`src/rtl/ft_mode_pkg.sv`:
```
// Constants for the timer feature and mode control register bank.
// Assumes one 40 MHz clock and a plain register port with 8-bit byte addresses.
//
// Function
// - Bits 31 to 8 of the mode register read as zero and ignore writes.
// - With the fault interrupt enable set and fault control on, a detected fault raises the fault interrupt.
// - The two-bit fault mode selects off, even channels manual, all channels manual, or all channels automatic.
// - While write protection is on, fault mode, capture test enable and extended enable keep their value.
// - The capture test enable bit puts the module into capture test mode while it is one.
// - With the restriction bit set, software triggers load modulo and channel values, hardware load mask and counter.
// - The restriction bit steers triggers only while the synchronisation scheme select is zero.
// - The protection disable bit is always the inverse of the protection enable bit, and writing one to enable clears it.
// - Disable is set only by reading the enable bit as one and then writing one to disable; writing zero does nothing.
// - Writing one to the preset strobe forces every channel output to its preset level; writing zero does nothing.
// - The preset strobe bit always reads as zero.
// - The extended register enable reports whether the extended register set may be used.
package ft_mode_pkg;
    localparam int ADDR_W = 8;
    localparam int DATA_W = 32;
    localparam int NCH = 8;
    localparam int MODE_W = 8;
    localparam int IRQ_W = 2;

    // Byte addresses of the register words
    localparam logic [ADDR_W-1:0] OFS_MODE = 8'h00;
    localparam logic [ADDR_W-1:0] OFS_STAT = 8'h04;
    localparam logic [ADDR_W-1:0] OFS_PRESET = 8'h08;
    localparam logic [ADDR_W-1:0] OFS_SCFG = 8'h0C;
    localparam logic [ADDR_W-1:0] OFS_IRQ_ST = 8'h10;
    localparam logic [ADDR_W-1:0] OFS_IRQ_MASK = 8'h14;
    localparam logic [ADDR_W-1:0] OFS_SWTRIG = 8'h18;

    // Mode register fields
    localparam int B_FIE = 7;
    localparam int B_FCM_HI = 6;
    localparam int B_FCM_LO = 5;
    localparam int B_CTE = 4;
    localparam int B_STR = 3;
    localparam int B_WPD = 2;
    localparam int B_INIT = 1;
    localparam int B_XEN = 0;

    // Status register fields
    localparam int B_FFLAG = 0;
    localparam int B_LOCK = 1;

    // Other single-bit fields
    localparam int B_SCHEME = 0;
    localparam int B_SWTRIG = 0;
    localparam int IRQ_FAULT = 0;
    localparam int IRQ_PRESET = 1;

    // Channel groups for fault control
    localparam logic [NCH-1:0] EVEN_CH = 8'h55;
    localparam logic [NCH-1:0] ALL_CH = 8'hFF;
    localparam logic [NCH-1:0] NO_CH = 8'h00;

    // Reset values
    localparam logic RST_WPD = 1'b1;
    localparam logic [NCH-1:0] RST_PRESET = 8'h00;
    localparam logic [IRQ_W-1:0] RST_IRQ_MASK = 2'h0;
    localparam logic [DATA_W-1:0] ZERO_WORD = 32'h00000000;

    typedef enum logic [1:0] {
        FM_OFF = 2'b00,
        FM_EVEN_MAN = 2'b01,
        FM_ALL_MAN = 2'b10,
        FM_ALL_AUTO = 2'b11
    } fault_mode_t;
endpackage : ft_mode_pkg

```
`src/rtl/sticky_bit.sv`:
```
// Sticky flag cell: hardware set, any clear, set wins.
// Assumes set and clear are synchronous to the clock.
module sticky_bit (
    // Clock and reset
    input wire logic clock,
    input wire logic arst_n,
    // Control
    input wire logic set_in,
    input wire logic clr_in,
    // State
    output logic q
);
    // Set beats clear so an event in the clearing cycle survives
    always_ff @(posedge clock or negedge arst_n)
    begin
        if (!arst_n)
        begin
            q <= 1'b0;
        end
        else if (set_in)
        begin
            q <= 1'b1;
        end
        else if (clr_in)
        begin
            q <= 1'b0;
        end
    end
endmodule : sticky_bit

```
`src/rtl/ft_mode_ctrl.sv`:
```
// Feature and mode control register bank of a multi-channel timer.
// Assumes a single-cycle register port and synchronous fault and trigger inputs.
//
// Our own choices: the register offsets and the strobed register port.
module ft_mode_ctrl (
    // Clock and reset
    input wire logic clock,
    input wire logic arst_n,
    // Register port
    input wire logic [ft_mode_pkg::ADDR_W-1:0] addr,
    input wire logic [ft_mode_pkg::DATA_W-1:0] wdata,
    input wire logic wr_en,
    input wire logic rd_en,
    output logic [ft_mode_pkg::DATA_W-1:0] rdata,
    // Fault and trigger inputs
    input wire logic [ft_mode_pkg::NCH-1:0] fault_in,
    input wire logic hw_trig,
    // Fault control
    output logic [ft_mode_pkg::NCH-1:0] fault_chan_en,
    output logic fault_auto_clear,
    output logic fault_irq,
    // Modes
    output logic capture_test_mode,
    output logic extended_regs_enable,
    // Synchronisation loads
    output logic upd_modulo_val,
    output logic upd_mask_cnt,
    // Channel output preset
    output logic chan_preset_load,
    output logic [ft_mode_pkg::NCH-1:0] chan_preset_level,
    // Interrupt
    output logic irq
);
    logic fault_irq_enable_r;
    logic [1:0] fault_ctrl_mode_r;
    logic capture_test_enable_r;
    logic sync_trigger_restrict_r;
    logic wprot_disable_r;
    logic extended_regs_enable_r;
    logic unlock_armed_r;
    logic sync_scheme_select_r;
    logic [ft_mode_pkg::NCH-1:0] output_preset_values_r;
    logic [ft_mode_pkg::IRQ_W-1:0] irq_mask_r;
    logic [ft_mode_pkg::IRQ_W-1:0] irq_st;
    logic [ft_mode_pkg::IRQ_W-1:0] irq_set;
    logic [ft_mode_pkg::DATA_W-1:0] rd_mux;
    logic [ft_mode_pkg::DATA_W-1:0] rdata_r;
    logic [ft_mode_pkg::NCH-1:0] chan_en;
    logic [ft_mode_pkg::NCH-1:0] preset_level_r;
    logic preset_load_r;
    logic upd_modulo_val_r;
    logic upd_mask_cnt_r;
    logic fault_flag;
    logic fault_det;
    logic fault_clr;
    logic fault_on;
    logic wr_mode;
    logic wr_stat;
    logic rd_stat;
    logic rd_irq;
    logic sw_trig;
    logic modulo_val_nxt;
    logic mask_cnt_nxt;

    assign wr_mode = wr_en && (addr == ft_mode_pkg::OFS_MODE);
    assign wr_stat = wr_en && (addr == ft_mode_pkg::OFS_STAT);
    assign rd_stat = rd_en && (addr == ft_mode_pkg::OFS_STAT);
    assign rd_irq = rd_en && (addr == ft_mode_pkg::OFS_IRQ_ST);
    assign sw_trig = wr_en && (addr == ft_mode_pkg::OFS_SWTRIG) && wdata[ft_mode_pkg::B_SWTRIG];

    // Unprotected mode fields
    always_ff @(posedge clock or negedge arst_n)
    begin
        if (!arst_n)
        begin
            fault_irq_enable_r <= 1'b0;
            sync_trigger_restrict_r <= 1'b0;
        end
        else if (wr_mode)
        begin
            fault_irq_enable_r <= wdata[ft_mode_pkg::B_FIE];
            sync_trigger_restrict_r <= wdata[ft_mode_pkg::B_STR];
        end
    end

    // Protected fields; the check uses the state before this write
    always_ff @(posedge clock or negedge arst_n)
    begin
        if (!arst_n)
        begin
            fault_ctrl_mode_r <= ft_mode_pkg::FM_OFF;
            capture_test_enable_r <= 1'b0;
            extended_regs_enable_r <= 1'b0;
        end
        else if (wr_mode && wprot_disable_r)
        begin
            fault_ctrl_mode_r <= wdata[ft_mode_pkg::B_FCM_HI:ft_mode_pkg::B_FCM_LO];
            capture_test_enable_r <= wdata[ft_mode_pkg::B_CTE];
            extended_regs_enable_r <= wdata[ft_mode_pkg::B_XEN];
        end
    end

    // Read of the enable bit as one arms the unlock
    always_ff @(posedge clock or negedge arst_n)
    begin
        if (!arst_n)
        begin
            unlock_armed_r <= 1'b0;
        end
        else if (rd_stat && !wprot_disable_r)
        begin
            unlock_armed_r <= 1'b1;
        end
        else if (wr_mode || wr_stat)
        begin
            unlock_armed_r <= 1'b0;
        end
    end

    // Protection: locking wins over unlocking
    always_ff @(posedge clock or negedge arst_n)
    begin
        if (!arst_n)
        begin
            wprot_disable_r <= ft_mode_pkg::RST_WPD;
        end
        else if (wr_stat && wdata[ft_mode_pkg::B_LOCK])
        begin
            wprot_disable_r <= 1'b0;
        end
        else if (wr_mode && wdata[ft_mode_pkg::B_WPD] && unlock_armed_r)
        begin
            wprot_disable_r <= 1'b1;
        end
    end

    // Preset values, scheme select and interrupt mask
    always_ff @(posedge clock or negedge arst_n)
    begin
        if (!arst_n)
        begin
            output_preset_values_r <= ft_mode_pkg::RST_PRESET;
            sync_scheme_select_r <= 1'b0;
            irq_mask_r <= ft_mode_pkg::RST_IRQ_MASK;
        end
        else if (wr_en)
        begin
            case (addr)
                ft_mode_pkg::OFS_PRESET: output_preset_values_r <= wdata[ft_mode_pkg::NCH-1:0];
                ft_mode_pkg::OFS_SCFG: sync_scheme_select_r <= wdata[ft_mode_pkg::B_SCHEME];
                ft_mode_pkg::OFS_IRQ_MASK: irq_mask_r <= wdata[ft_mode_pkg::IRQ_W-1:0];
                default: ;
            endcase
        end
    end

    // Channel preset strobe; nothing is stored, so the bit reads zero
    always_ff @(posedge clock or negedge arst_n)
    begin
        if (!arst_n)
        begin
            preset_load_r <= 1'b0;
            preset_level_r <= ft_mode_pkg::RST_PRESET;
        end
        else
        begin
            preset_load_r <= wr_mode && wdata[ft_mode_pkg::B_INIT];
            if (wr_mode && wdata[ft_mode_pkg::B_INIT])
            begin
                preset_level_r <= output_preset_values_r;
            end
        end
    end

    // Fault channel decode
    always_comb
    begin
        case (ft_mode_pkg::fault_mode_t'(fault_ctrl_mode_r))
            ft_mode_pkg::FM_OFF: chan_en = ft_mode_pkg::NO_CH;
            ft_mode_pkg::FM_EVEN_MAN: chan_en = ft_mode_pkg::EVEN_CH;
            ft_mode_pkg::FM_ALL_MAN: chan_en = ft_mode_pkg::ALL_CH;
            ft_mode_pkg::FM_ALL_AUTO: chan_en = ft_mode_pkg::ALL_CH;
            default: chan_en = ft_mode_pkg::NO_CH;
        endcase
    end

    assign fault_on = (fault_ctrl_mode_r != ft_mode_pkg::FM_OFF);
    assign fault_det = |(fault_in & chan_en);
    // Manual modes clear on a zero write; automatic clears once inputs are quiet
    assign fault_clr = (fault_ctrl_mode_r == ft_mode_pkg::FM_ALL_AUTO) ? !fault_det
        : (wr_stat && !wdata[ft_mode_pkg::B_FFLAG]);

    sticky_bit u_fault_flag (
        .clock(clock),
        .arst_n(arst_n),
        .set_in(fault_det),
        .clr_in(fault_clr),
        .q(fault_flag)
    );

    // Trigger routing
    always_comb
    begin
        if (sync_scheme_select_r || !sync_trigger_restrict_r)
        begin
            modulo_val_nxt = sw_trig || hw_trig;
            mask_cnt_nxt = sw_trig || hw_trig;
        end
        else
        begin
            modulo_val_nxt = sw_trig;
            mask_cnt_nxt = hw_trig;
        end
    end

    always_ff @(posedge clock or negedge arst_n)
    begin
        if (!arst_n)
        begin
            upd_modulo_val_r <= 1'b0;
            upd_mask_cnt_r <= 1'b0;
        end
        else
        begin
            upd_modulo_val_r <= modulo_val_nxt;
            upd_mask_cnt_r <= mask_cnt_nxt;
        end
    end

    // Interrupt status, cleared by reading it
    assign irq_set[ft_mode_pkg::IRQ_FAULT] = fault_det && !fault_flag;
    assign irq_set[ft_mode_pkg::IRQ_PRESET] = wr_mode && wdata[ft_mode_pkg::B_INIT];

    genvar gi;
    generate
        for (gi = 0; gi < ft_mode_pkg::IRQ_W; gi++)
        begin : g_irq
            sticky_bit u_st (
                .clock(clock),
                .arst_n(arst_n),
                .set_in(irq_set[gi]),
                .clr_in(rd_irq),
                .q(irq_st[gi])
            );
        end
    endgenerate

    // Read mux; upper bits stay zero
    always_comb
    begin
        rd_mux = ft_mode_pkg::ZERO_WORD;
        case (addr)
            ft_mode_pkg::OFS_MODE:
            begin
                rd_mux[ft_mode_pkg::B_FIE] = fault_irq_enable_r;
                rd_mux[ft_mode_pkg::B_FCM_HI:ft_mode_pkg::B_FCM_LO] = fault_ctrl_mode_r;
                rd_mux[ft_mode_pkg::B_CTE] = capture_test_enable_r;
                rd_mux[ft_mode_pkg::B_STR] = sync_trigger_restrict_r;
                rd_mux[ft_mode_pkg::B_WPD] = wprot_disable_r;
                rd_mux[ft_mode_pkg::B_XEN] = extended_regs_enable_r;
            end
            ft_mode_pkg::OFS_STAT:
            begin
                rd_mux[ft_mode_pkg::B_FFLAG] = fault_flag;
                rd_mux[ft_mode_pkg::B_LOCK] = !wprot_disable_r;
            end
            ft_mode_pkg::OFS_PRESET: rd_mux[ft_mode_pkg::NCH-1:0] = output_preset_values_r;
            ft_mode_pkg::OFS_SCFG: rd_mux[ft_mode_pkg::B_SCHEME] = sync_scheme_select_r;
            ft_mode_pkg::OFS_IRQ_ST: rd_mux[ft_mode_pkg::IRQ_W-1:0] = irq_st;
            ft_mode_pkg::OFS_IRQ_MASK: rd_mux[ft_mode_pkg::IRQ_W-1:0] = irq_mask_r;
            default: rd_mux = ft_mode_pkg::ZERO_WORD;
        endcase
    end

    always_ff @(posedge clock or negedge arst_n)
    begin
        if (!arst_n)
        begin
            rdata_r <= ft_mode_pkg::ZERO_WORD;
        end
        else if (rd_en)
        begin
            rdata_r <= rd_mux;
        end
    end

    assign rdata = rdata_r;
    assign fault_chan_en = chan_en;
    assign fault_auto_clear = (fault_ctrl_mode_r == ft_mode_pkg::FM_ALL_AUTO);
    assign fault_irq = fault_flag && fault_irq_enable_r && fault_on;
    assign capture_test_mode = capture_test_enable_r;
    assign extended_regs_enable = extended_regs_enable_r;
    assign upd_modulo_val = upd_modulo_val_r;
    assign upd_mask_cnt = upd_mask_cnt_r;
    assign chan_preset_load = preset_load_r;
    assign chan_preset_level = preset_level_r;
    assign irq = |(irq_st & irq_mask_r);

    a_rsvd_read_zero: assert property (
        @(posedge clock) disable iff (!arst_n)
        rd_en && addr == ft_mode_pkg::OFS_MODE |=> rdata[ft_mode_pkg::DATA_W-1:ft_mode_pkg::MODE_W] == 24'h000000)
        else $error("mode upper bits not zero");

    a_fault_irq_on: assert property (
        @(posedge clock) disable iff (!arst_n)
        fault_det && fault_irq_enable_r && !wr_mode |=> fault_irq)
        else $error("fault irq missing");

    a_fault_chan_map: assert property (
        @(posedge clock) disable iff (!arst_n)
        fault_ctrl_mode_r == ft_mode_pkg::FM_EVEN_MAN |-> fault_chan_en == ft_mode_pkg::EVEN_CH)
        else $error("even channel map wrong");

    a_prot_hold: assert property (
        @(posedge clock) disable iff (!arst_n)
        wr_mode && !wprot_disable_r |=> $stable(fault_ctrl_mode_r) && $stable(capture_test_enable_r)
            && $stable(extended_regs_enable_r))
        else $error("protected field changed");

    a_capt_follow: assert property (
        @(posedge clock) disable iff (!arst_n)
        wr_mode && wprot_disable_r |=> capture_test_mode == $past(wdata[ft_mode_pkg::B_CTE]))
        else $error("capture test not taken");

    a_route_restrict: assert property (
        @(posedge clock) disable iff (!arst_n)
        hw_trig && !sw_trig && sync_trigger_restrict_r && !sync_scheme_select_r
            |=> upd_mask_cnt && !upd_modulo_val)
        else $error("restricted routing wrong");

    a_route_scheme: assert property (
        @(posedge clock) disable iff (!arst_n)
        hw_trig && sync_scheme_select_r |=> upd_modulo_val && upd_mask_cnt)
        else $error("scheme routing wrong");

    a_lock_write: assert property (
        @(posedge clock) disable iff (!arst_n)
        wr_stat && wdata[ft_mode_pkg::B_LOCK] |=> !wprot_disable_r ##1 !wprot_disable_r)
        else $error("lock not applied");

    a_unlock_seq: assert property (
        @(posedge clock) disable iff (!arst_n)
        !wprot_disable_r && !unlock_armed_r |=> !wprot_disable_r)
        else $error("unlocked without read");

    a_preset_load: assert property (
        @(posedge clock) disable iff (!arst_n)
        wr_mode && wdata[ft_mode_pkg::B_INIT] |=> chan_preset_load
            && chan_preset_level == $past(output_preset_values_r))
        else $error("preset not applied");

    a_init_reads_zero: assert property (
        @(posedge clock) disable iff (!arst_n)
        rd_en && addr == ft_mode_pkg::OFS_MODE |=> !rdata[ft_mode_pkg::B_INIT])
        else $error("init bit read as one");

    a_ext_follow: assert property (
        @(posedge clock) disable iff (!arst_n)
        wr_mode && wprot_disable_r |=> extended_regs_enable == $past(wdata[ft_mode_pkg::B_XEN]))
        else $error("extended enable not taken");

    a_irq_hold: assert property (
        @(posedge clock) disable iff (!arst_n)
        fault_irq && !wr_mode && !wr_stat && !fault_auto_clear |=> fault_irq)
        else $error("fault irq dropped");
endmodule : ft_mode_ctrl

```
`config.mk`:
```
export PLATFORM = sky130hd
export DESIGN_NAME = ft_mode_ctrl
export DESIGN_NICKNAME = d
export VERILOG_FILES = /design/src/rtl/ft_mode_pkg.sv /design/src/rtl/sticky_bit.sv /design/src/rtl/ft_mode_ctrl.sv
export SDC_FILE = /design/constraint.sdc
export NUM_CORES = 1
export LEC_CHECK = 0
export BUFFER_PORTS_ARGS = -buffer_cell sky130_fd_sc_hd__buf_4
export CAP_MARGIN = 0
export CORE_MARGIN = 3
export CORE_UTILIZATION = 49
export CTS_CLUSTER_DIAMETER = 100
export DETAILED_ROUTE_END_ITERATION = 7
export MAX_ROUTING_LAYER = met4
export PLACE_DENSITY_LB_ADDON = 0.05
export REMOVE_ABC_BUFFERS = 1
export SYNTH_ARGS = -nofsm -noshare
export SYNTH_HDL_FRONTEND = slang
export SYNTH_SLANG_ARGS = --single-unit
```
`constraint.sdc`:
```
create_clock -name clock -period 2.5 [get_ports clock]
set_clock_uncertainty 0.15 [all_clocks]
set_input_delay 0.5 -clock clock [delete_from_list [all_inputs] [get_ports clock]]
set_output_delay 0.5 -clock clock [all_outputs]
set_load 0.03 [all_outputs]
```
# Word level (Yosys, flattened, before mapping)
# Cells that the tools add are included.
[totals] regBits=41 input_bits=53 out_inout_bits=56 elab_cells=83
[classes] eq_ne=9 mux=16 n_bitwise=2 reduce_logical=38
[op_table] cell="$eq A8 B5 Y1 const B" n=3
[op_table] cell="$pmux W8 S3" n=1
[op_table] cell="$eq A8 B4 Y1 const B" n=2
[op_table] cell="$logic_and A1 B1 Y1" n=16
[op_table] cell="$mux W1" n=12
[op_table] cell="$pmux W6 S2" n=1
[op_table] cell="$reduce_bool A2 Y1" n=6
[op_table] cell="$and A8 B8 Y8" n=1
[op_table] cell="$eq A8 B3 Y1 const B" n=1
[op_table] cell="$logic_not A8 Y1" n=1
[op_table] cell="$reduce_or A8 Y1" n=1
[op_table] cell="$pmux W1 S6" n=1
[op_table] cell="$reduce_and A2 Y1" n=3
[op_table] cell="$logic_not A1 Y1" n=5
[op_table] cell="$eq A2 B2 Y1 const B" n=2
[op_table] cell="$pmux W1 S4" n=1
[op_table] cell="$reduce_or A2 Y1" n=2
[op_table] cell="$logic_or A1 B1 Y1" n=3
[op_table] cell="$and A2 B2 Y2" n=1
[op_table] cell="$eq A2 B1 Y1 const B" n=1
[op_table] cell="$logic_not A2 Y1" n=1

# Logic depth before layout (Yosys ltp)
# Gate-level depths: netlist of run 1.
[depth] depth_word=9 ltp_mapped=6 ltp_nobuf=4

# Cells and area by module
# A second synthesis of run 1 with hierarchy kept.
[unflattened] hier_cells=186 area_unflattened_um2=2103.3
[modules_own_cells] module="ft_mode_ctrl" n_inst=1 cells_each=177 area_per_inst_um2=1994.4 seq_area_each_um2=952.2
[modules_own_cells] module="sticky_bit" n_inst=3 cells_each=3 area_per_inst_um2=36.3 seq_area_each_um2=25.0

# Worst setup path after synthesis of run 1
# OpenSTA, ideal clock, no wires.
[synth_path] path_type="input port to flip-flop" start="input port addr[3] (netlist name)" end="register capture_test_enable_r (netlist: capture_test_mode)" setup_ns=0.125 arrival_ns=1.499 required_time_ns=2.225 slack_ns=0.726 path_stages=5 path_buffers=2 cell_sequence="buf_6 > nor4_4 > buf_6 > nand3_4 > mux2_2"
[synth_via] elab_chain_len=3
[synth_lines] element="start: declaration" line_no="ft_mode_ctrl.sv:10" source="input wire logic [ft_mode_pkg::ADDR_W-1:0] addr,"
[synth_lines] element="$logic_not A8 Y1" line_no="ft_mode_ctrl.sv:65" source="assign wr_mode = wr_en && (addr == ft_mode_pkg::OFS_MODE);"
[synth_lines] element="$logic_and A1 B1 Y1" line_no="ft_mode_ctrl.sv:65"
[synth_lines] element="$logic_and A1 B1 Y1" line_no="ft_mode_ctrl.sv:95" source="else if (wr_mode && wprot_disable_r)"
[synth_lines] element="end signal: assignment" line_no="ft_mode_ctrl.sv:98" source="capture_test_enable_r <= wdata[ft_mode_pkg::B_CTE];"
[synth_lines] element="end: declaration" line_no="ft_mode_ctrl.sv:36" source="logic capture_test_enable_r;"
# No other way between the ends.
# A chain may end at the register's enable or synchronous reset.

# Worst setup path after layout of run 1
[layout_path] start="register fault_ctrl_mode_r[1]" end="output port fault_irq"
[layout_via] elab_chain_len=2
[layout_lines] element="start: declaration" line_no="ft_mode_ctrl.sv:35" source="logic [1:0] fault_ctrl_mode_r;"
[layout_lines] element="start signal: assignment" line_no="ft_mode_ctrl.sv:91" source="fault_ctrl_mode_r <= ft_mode_pkg::FM_OFF;"
[layout_lines] element="start signal: assignment" line_no="ft_mode_ctrl.sv:97" source="fault_ctrl_mode_r <= wdata[ft_mode_pkg::B_FCM_HI:ft_mode_pkg::B_FCM_LO];"
[layout_lines] element="$reduce_bool A2 Y1" line_no="ft_mode_ctrl.sv:187" source="assign fault_on = (fault_ctrl_mode_r != ft_mode_pkg::FM_OFF);"
[layout_lines] element="$logic_and A1 B1 Y1" line_no="ft_mode_ctrl.sv:290" source="assign fault_irq = fault_flag && fault_irq_enable_r && fault_on;"
[layout_lines] element="end: declaration" line_no="ft_mode_ctrl.sv:21" source="output logic fault_irq,"
# No other way between the ends.

==> flow_summary.ini, run 1 <==
[run_status]
status = finished, final reports clean

[global_routing]
grt_pass1_wl_um = 7750
grt_use_total_pct = 20.1
grt_pass1_vias = 1576
antenna_found_initial = 0
grt_max_degree = 42
overflow = 0

[die]
placementRows = 23
initial_utilization_pct = 52.5
core_um2 = 4120
dieArea_um2 = 5250
fp.dieH_um = 72.4
ioPinCount = 109
fp.dieW_um = 72.4

[worst_setup_path]
startpoint_type = flip-flop
required_ns = 1.85
critPathKind = flip-flop to output port
slowest_delay_ns = 0.47
endpoint_kind = output port
path_cells = or2_2 -> and3_1 -> buf_4
critical-path-slowest-cell = dfrtp_1
arrival_ns = 1.50
cp_max_fo = 9

[timing]
hold_ws_ns = 0.0279
min_period_over_period_pct = 85.9
rsz0062_at_grt = false
slew_viol_final = 0
min_period_ns = 2.15
hold_viol_final = 0
tns_ns = 0
setup_ws_ns = 0.353
worstMarginPinSlew_ns = 0.570
slew_headroom_pct = 61.8
setup_viol = 0
fmax_mhz = 466

[min_path]
hp-class = input port to async pin

[power_and_ir_drop]
power.leakage_nw = 1.34
p_per_area_nw_per_um2 = 489
peakVddDrop_mv = 0.262
total_power_w = 0.00127

[cells_and_area]
ff_latch_area_um2 = 1030
fill_cells = 337
multi_input_area_um2 = 911
num_antenna_cells = 0
area_growth_pct = 20.3
final_common_cell = buf_4
layout_common_cells = buf_4 (64), dfrtp_1 (40), mux2_2 (25), conb_1 (24), inv_1 (10)
nets = 300
drive_gt1_share_pct = 42.7
fin_area_um2 = 2600

[detailed_routing]
routed-via-count = 1595
via_per_inst = 5.35
drt-initial-drc-count = 128
antenna_left = 0
drtPass1Iterations = 4
routed_wl_um = 4790
post_drt_wl_per_cell_um = 16.1
drc = 0

[placement]
dp_hpwl_um = 3490
post-place-ws_ns = 0.397
dpl_cell_area_um2 = 2520
place.gp.congestion = 0.918
io_buffer_count = 60

[synth]
synth_cell_types = 39
synth_flop_cell = dfrtp_1
syn_area_um2 = 2160
synth_area_per_cell_um2 = 11.4
synth_seq_cells = 41
synth-warning-count = 0
async_flop_share_pct = 100
netlist_instances = 190
synth-edff-count = 0
yosysSeqAreaShare_pct = 47.5

[clocking]
cts_hold_buf = 0
cts.repair.resized = 0
clkTransAtPathRegs_ns = 0.08
numClockSinks = 41
clock_tree.htree_level_count = 2
cts.path.max_buffers = 2
cts_tree = yes
cts_made_buffers = 5
cts_setup_buffers = 0
clk_latency_ns = 0.29
cts_root_buffer = clkbuf_8

[run]
max_cap_viol_count = 0
-- final timing paths --
check / startpoint / end / slack [ns] / cells after the start
setup / recovery: fault_ctrl_mode_r[1] / fault_irq / 0.35 / 3
hold reg to reg: chan_preset_level[0] / chan_preset_level[0] / 0.36 / 1
hold / removal: arst_n / rdata[1] / 0.03 / 1
max in group asynchronous: arst_n / wprot_disable_r / 1.80 / 1
min in group clock: wdata[5] / fault_ctrl_mode_r[0] / 0.29 / 2
setup reg to reg: fault_ctrl_mode_r[1] / g_irq[0].u_st.q / 1.00 / 3
-- where the power goes --
part,total [W],internal [W],switching [W]
Combinational,0.000166,0.0000545,0.000112
Clock,0.000418,0.000193,0.000225
Sequential,0.000686,0.000677,0.00000926
Total,0.00127,0.000925,0.000346
-- cell families after synthesis --
logic type | after synthesis | share of synthesized area [%]
buffers and inverters | 47 | 14.4
and+or+nand+nor | 43 | 14.0
DFF | 41 | 47.5
AOI/OAI and AO/OA | 29 | 9.14
muxes | 28 | 14.4
xor gates and xnor gates | 1 | 0.405
other | 1 | 0.173
-- stage by stage --
stage	util [%]	instances
2_1_floorplan	-	176
3_3_place_gp	61.2	290
3_5_place_dp	61.2	290
4_1_cts	63.2	298
5_1_grt	63.2	298
6_report	63.2	298
-- Yosys cell counts (2+ instances only) --
library cell,n,area (um2)
mux2_2,25,282
nand3_4,2,35.0
nand2_1,9,33.8
buf_6,2,22.5
or4_1,2,15.0
a21oi_1,2,10.0
o22ai_1,8,50.1
buf_2,2,10.0
nand4b_1,2,17.5
nor2_1,4,15.0
nor2b_1,3,18.8
and3_1,4,25.0
nand3_1,3,15.0
a22oi_1,7,52.6
inv_1,10,37.5
nand4_1,2,12.5
nor3_1,3,15.0
buf_4,31,233
dfrtp_1,40,1000
clkbuf_1,2,7.51
o21ai_0,7,35.0
mux2i_1,3,30.0
-- sequential cells by signal (all words and copies together), names as in the netlist, 2 cells and up --
| signal | count |
|---|---|
| output_preset_values_r | 8 |
| chan_preset_level | 8 |
| g_irq.u_st.q | 2 |
| irq_mask_r | 2 |
| fault_ctrl_mode_r | 2 |
| rdata | 8 |
-- worst max-delay path, delay by kind of cell (launching register included) --
family	cells	cell delay, ns
flops	1	0.47
buf+inv	1	0.16
simple gates	2	0.57
-- layout make-up --
type                       instances  area share [%]
clock buffer                       6            2.79
clock inverter                     2           0.385
inverter                          10            1.44
multi-input combinational        125            35.0
sequential                        41            39.5
tap                               50            2.41
timing repair buffer              64            18.5
-- routing by layer --
layer / GRT usage, % / routed length [um]
met4: 5.74 / 61
met5: - / 0
met3: 5.12 / 439
met1: 27.0 / 2060
met2: 30.3 / 2220
Note: power is estimated with default switching activity, not from simulation.
==> run 2: changes to the inputs <==
- CORE_UTILIZATION: 49 -> 47
==> flow_summary.ini, run 2 (synthesized netlist as in run 1, its figures left out) <==
[run_status]
status = finished, final reports clean

[clocking]
cts_setup_buffers = 0
numClockSinks = 41
cts.path.max_buffers = 2
clkTransAtPathRegs_ns = 0.08
cts_made_buffers = 5
cts_root_buffer = clkbuf_8
cts.repair.resized = 0
cts_tree = yes
clk_latency_ns = 0.30
clock_tree.htree_level_count = 2
cts_hold_buf = 0

[global_routing]
grt_pass1_wl_um = 7670
antenna_found_initial = 0
overflow = 0
grt_pass1_vias = 1518
grt_max_degree = 42
grt_use_total_pct = 19.4

[die]
placementRows = 24
fp.dieW_um = 73.8
core_um2 = 4380
dieArea_um2 = 5450
initial_utilization_pct = 49.3
fp.dieH_um = 73.8
ioPinCount = 109

[cells_and_area]
area_growth_pct = 21.3
multi_input_area_um2 = 911
num_antenna_cells = 0
fill_cells = 386
drive_gt1_share_pct = 43.1
layout_common_cells = buf_4 (64), dfrtp_1 (40), mux2_2 (25), conb_1 (24), inv_1 (10)
nets = 300
final_common_cell = buf_4
ff_latch_area_um2 = 1030
instances_no_fill = 300

[worst_setup_path]
endpoint_kind = output port
critPathKind = flip-flop to output port
arrival_ns = 1.47
startpoint_type = flip-flop
cp_max_fo = 9
required_ns = 1.85

[detailed_routing]
via_per_inst = 5.17
drt-initial-drc-count = 70
routed_wl_um = 4850
routed-via-count = 1551
antenna_left = 0
drc = 0
post_drt_wl_per_cell_um = 16.2
drtPass1Iterations = 4

[min_path]
hp-class = input port to async pin

[timing]
fmax_mhz = 473
rsz0062_at_grt = false
setup_viol = 0
hold_ws_ns = 0.0246
worstMarginPinSlew_ns = 0.508
slew_headroom_pct = 66.1
slew_viol_final = 0
hold_viol_final = 0
min_period_over_period_pct = 84.6
min_period_ns = 2.12

[power_and_ir_drop]
peakVddDrop_mv = 0.291
power.leakage_nw = 1.35
p_per_area_nw_per_um2 = 507

[placement]
place.gp.congestion = 0.817
io_buffer_count = 60
dp_hpwl_um = 3600
dp.cells = 292

[run]
max_cap_viol_count = 0
[run 2: worst max-delay path: stages (launching register included)]
cell and delay, ns:
dfrtp_1 0.46, or2_2 0.36, and3_1 0.20, buf_4 0.16
[run 2: per-layer routing]
layer | global-route usage, % | up-vias | share of wire (%)
met2 | 32.9 | 59 | 53
met4 | 6.64 | 0 | 1.2
li1 | - | 733 | -
met3 | 4.65 | 5 | 6.2
met5 | - | - | 0
met1 | 22.5 | 754 | 39
[run 2: where the power goes]
group,total [W],switching [W],internal [W]
Combinational,0.000165,0.000110,0.0000544
Sequential,0.000687,0.00000986,0.000677
Clock,0.000477,0.000228,0.000250
[run 2: path summary, 6_finish.rpt]
path	slack [ns]	to	start	cells past startpoint
setup / recovery	0.38	fault_irq	fault_ctrl_mode_r[1]	3
hold / removal	0.02	upd_mask_cnt	arst_n	1
setup reg to reg	1.04	g_irq[0].u_st.q	fault_ctrl_mode_r[1]	3
hold reg to reg	0.36	chan_preset_level[5]	chan_preset_level[5]	1
max in group asynchronous	1.82	wprot_disable_r	arst_n	1
min in group clock	0.26	upd_mask_cnt	hw_trig	3
[run 2: area by class of cell]
| type | instances | area share [%] |
|---|---|---|
| Timing Repair Buffer | 64 | 18.3 |
| Multi-Input combinational cell | 125 | 34.7 |
| Clock inverter | 1 | 0.191 |
| Clock buffer | 7 | 3.67 |
| Inverter | 10 | 1.43 |
| Sequential cell | 41 | 39.2 |
| Tap cell | 52 | 2.48 |
[run 2: through the flow]
step	area, um2	util, %	setup TNS (ns)	total power (W)	worst slack, ns
global route	2620	59.8	0	0.00139	0.317
detailed placement	2520	57.5	0	0.000865	0.400
finish	2620	59.8	0	0.00133	0.384
floorplan	1980	-	-0.326	0.000783	-0.326
global placement	2520	57.5	0	0.000861	0.419
CTS	2620	59.8	0	0.00134	0.365
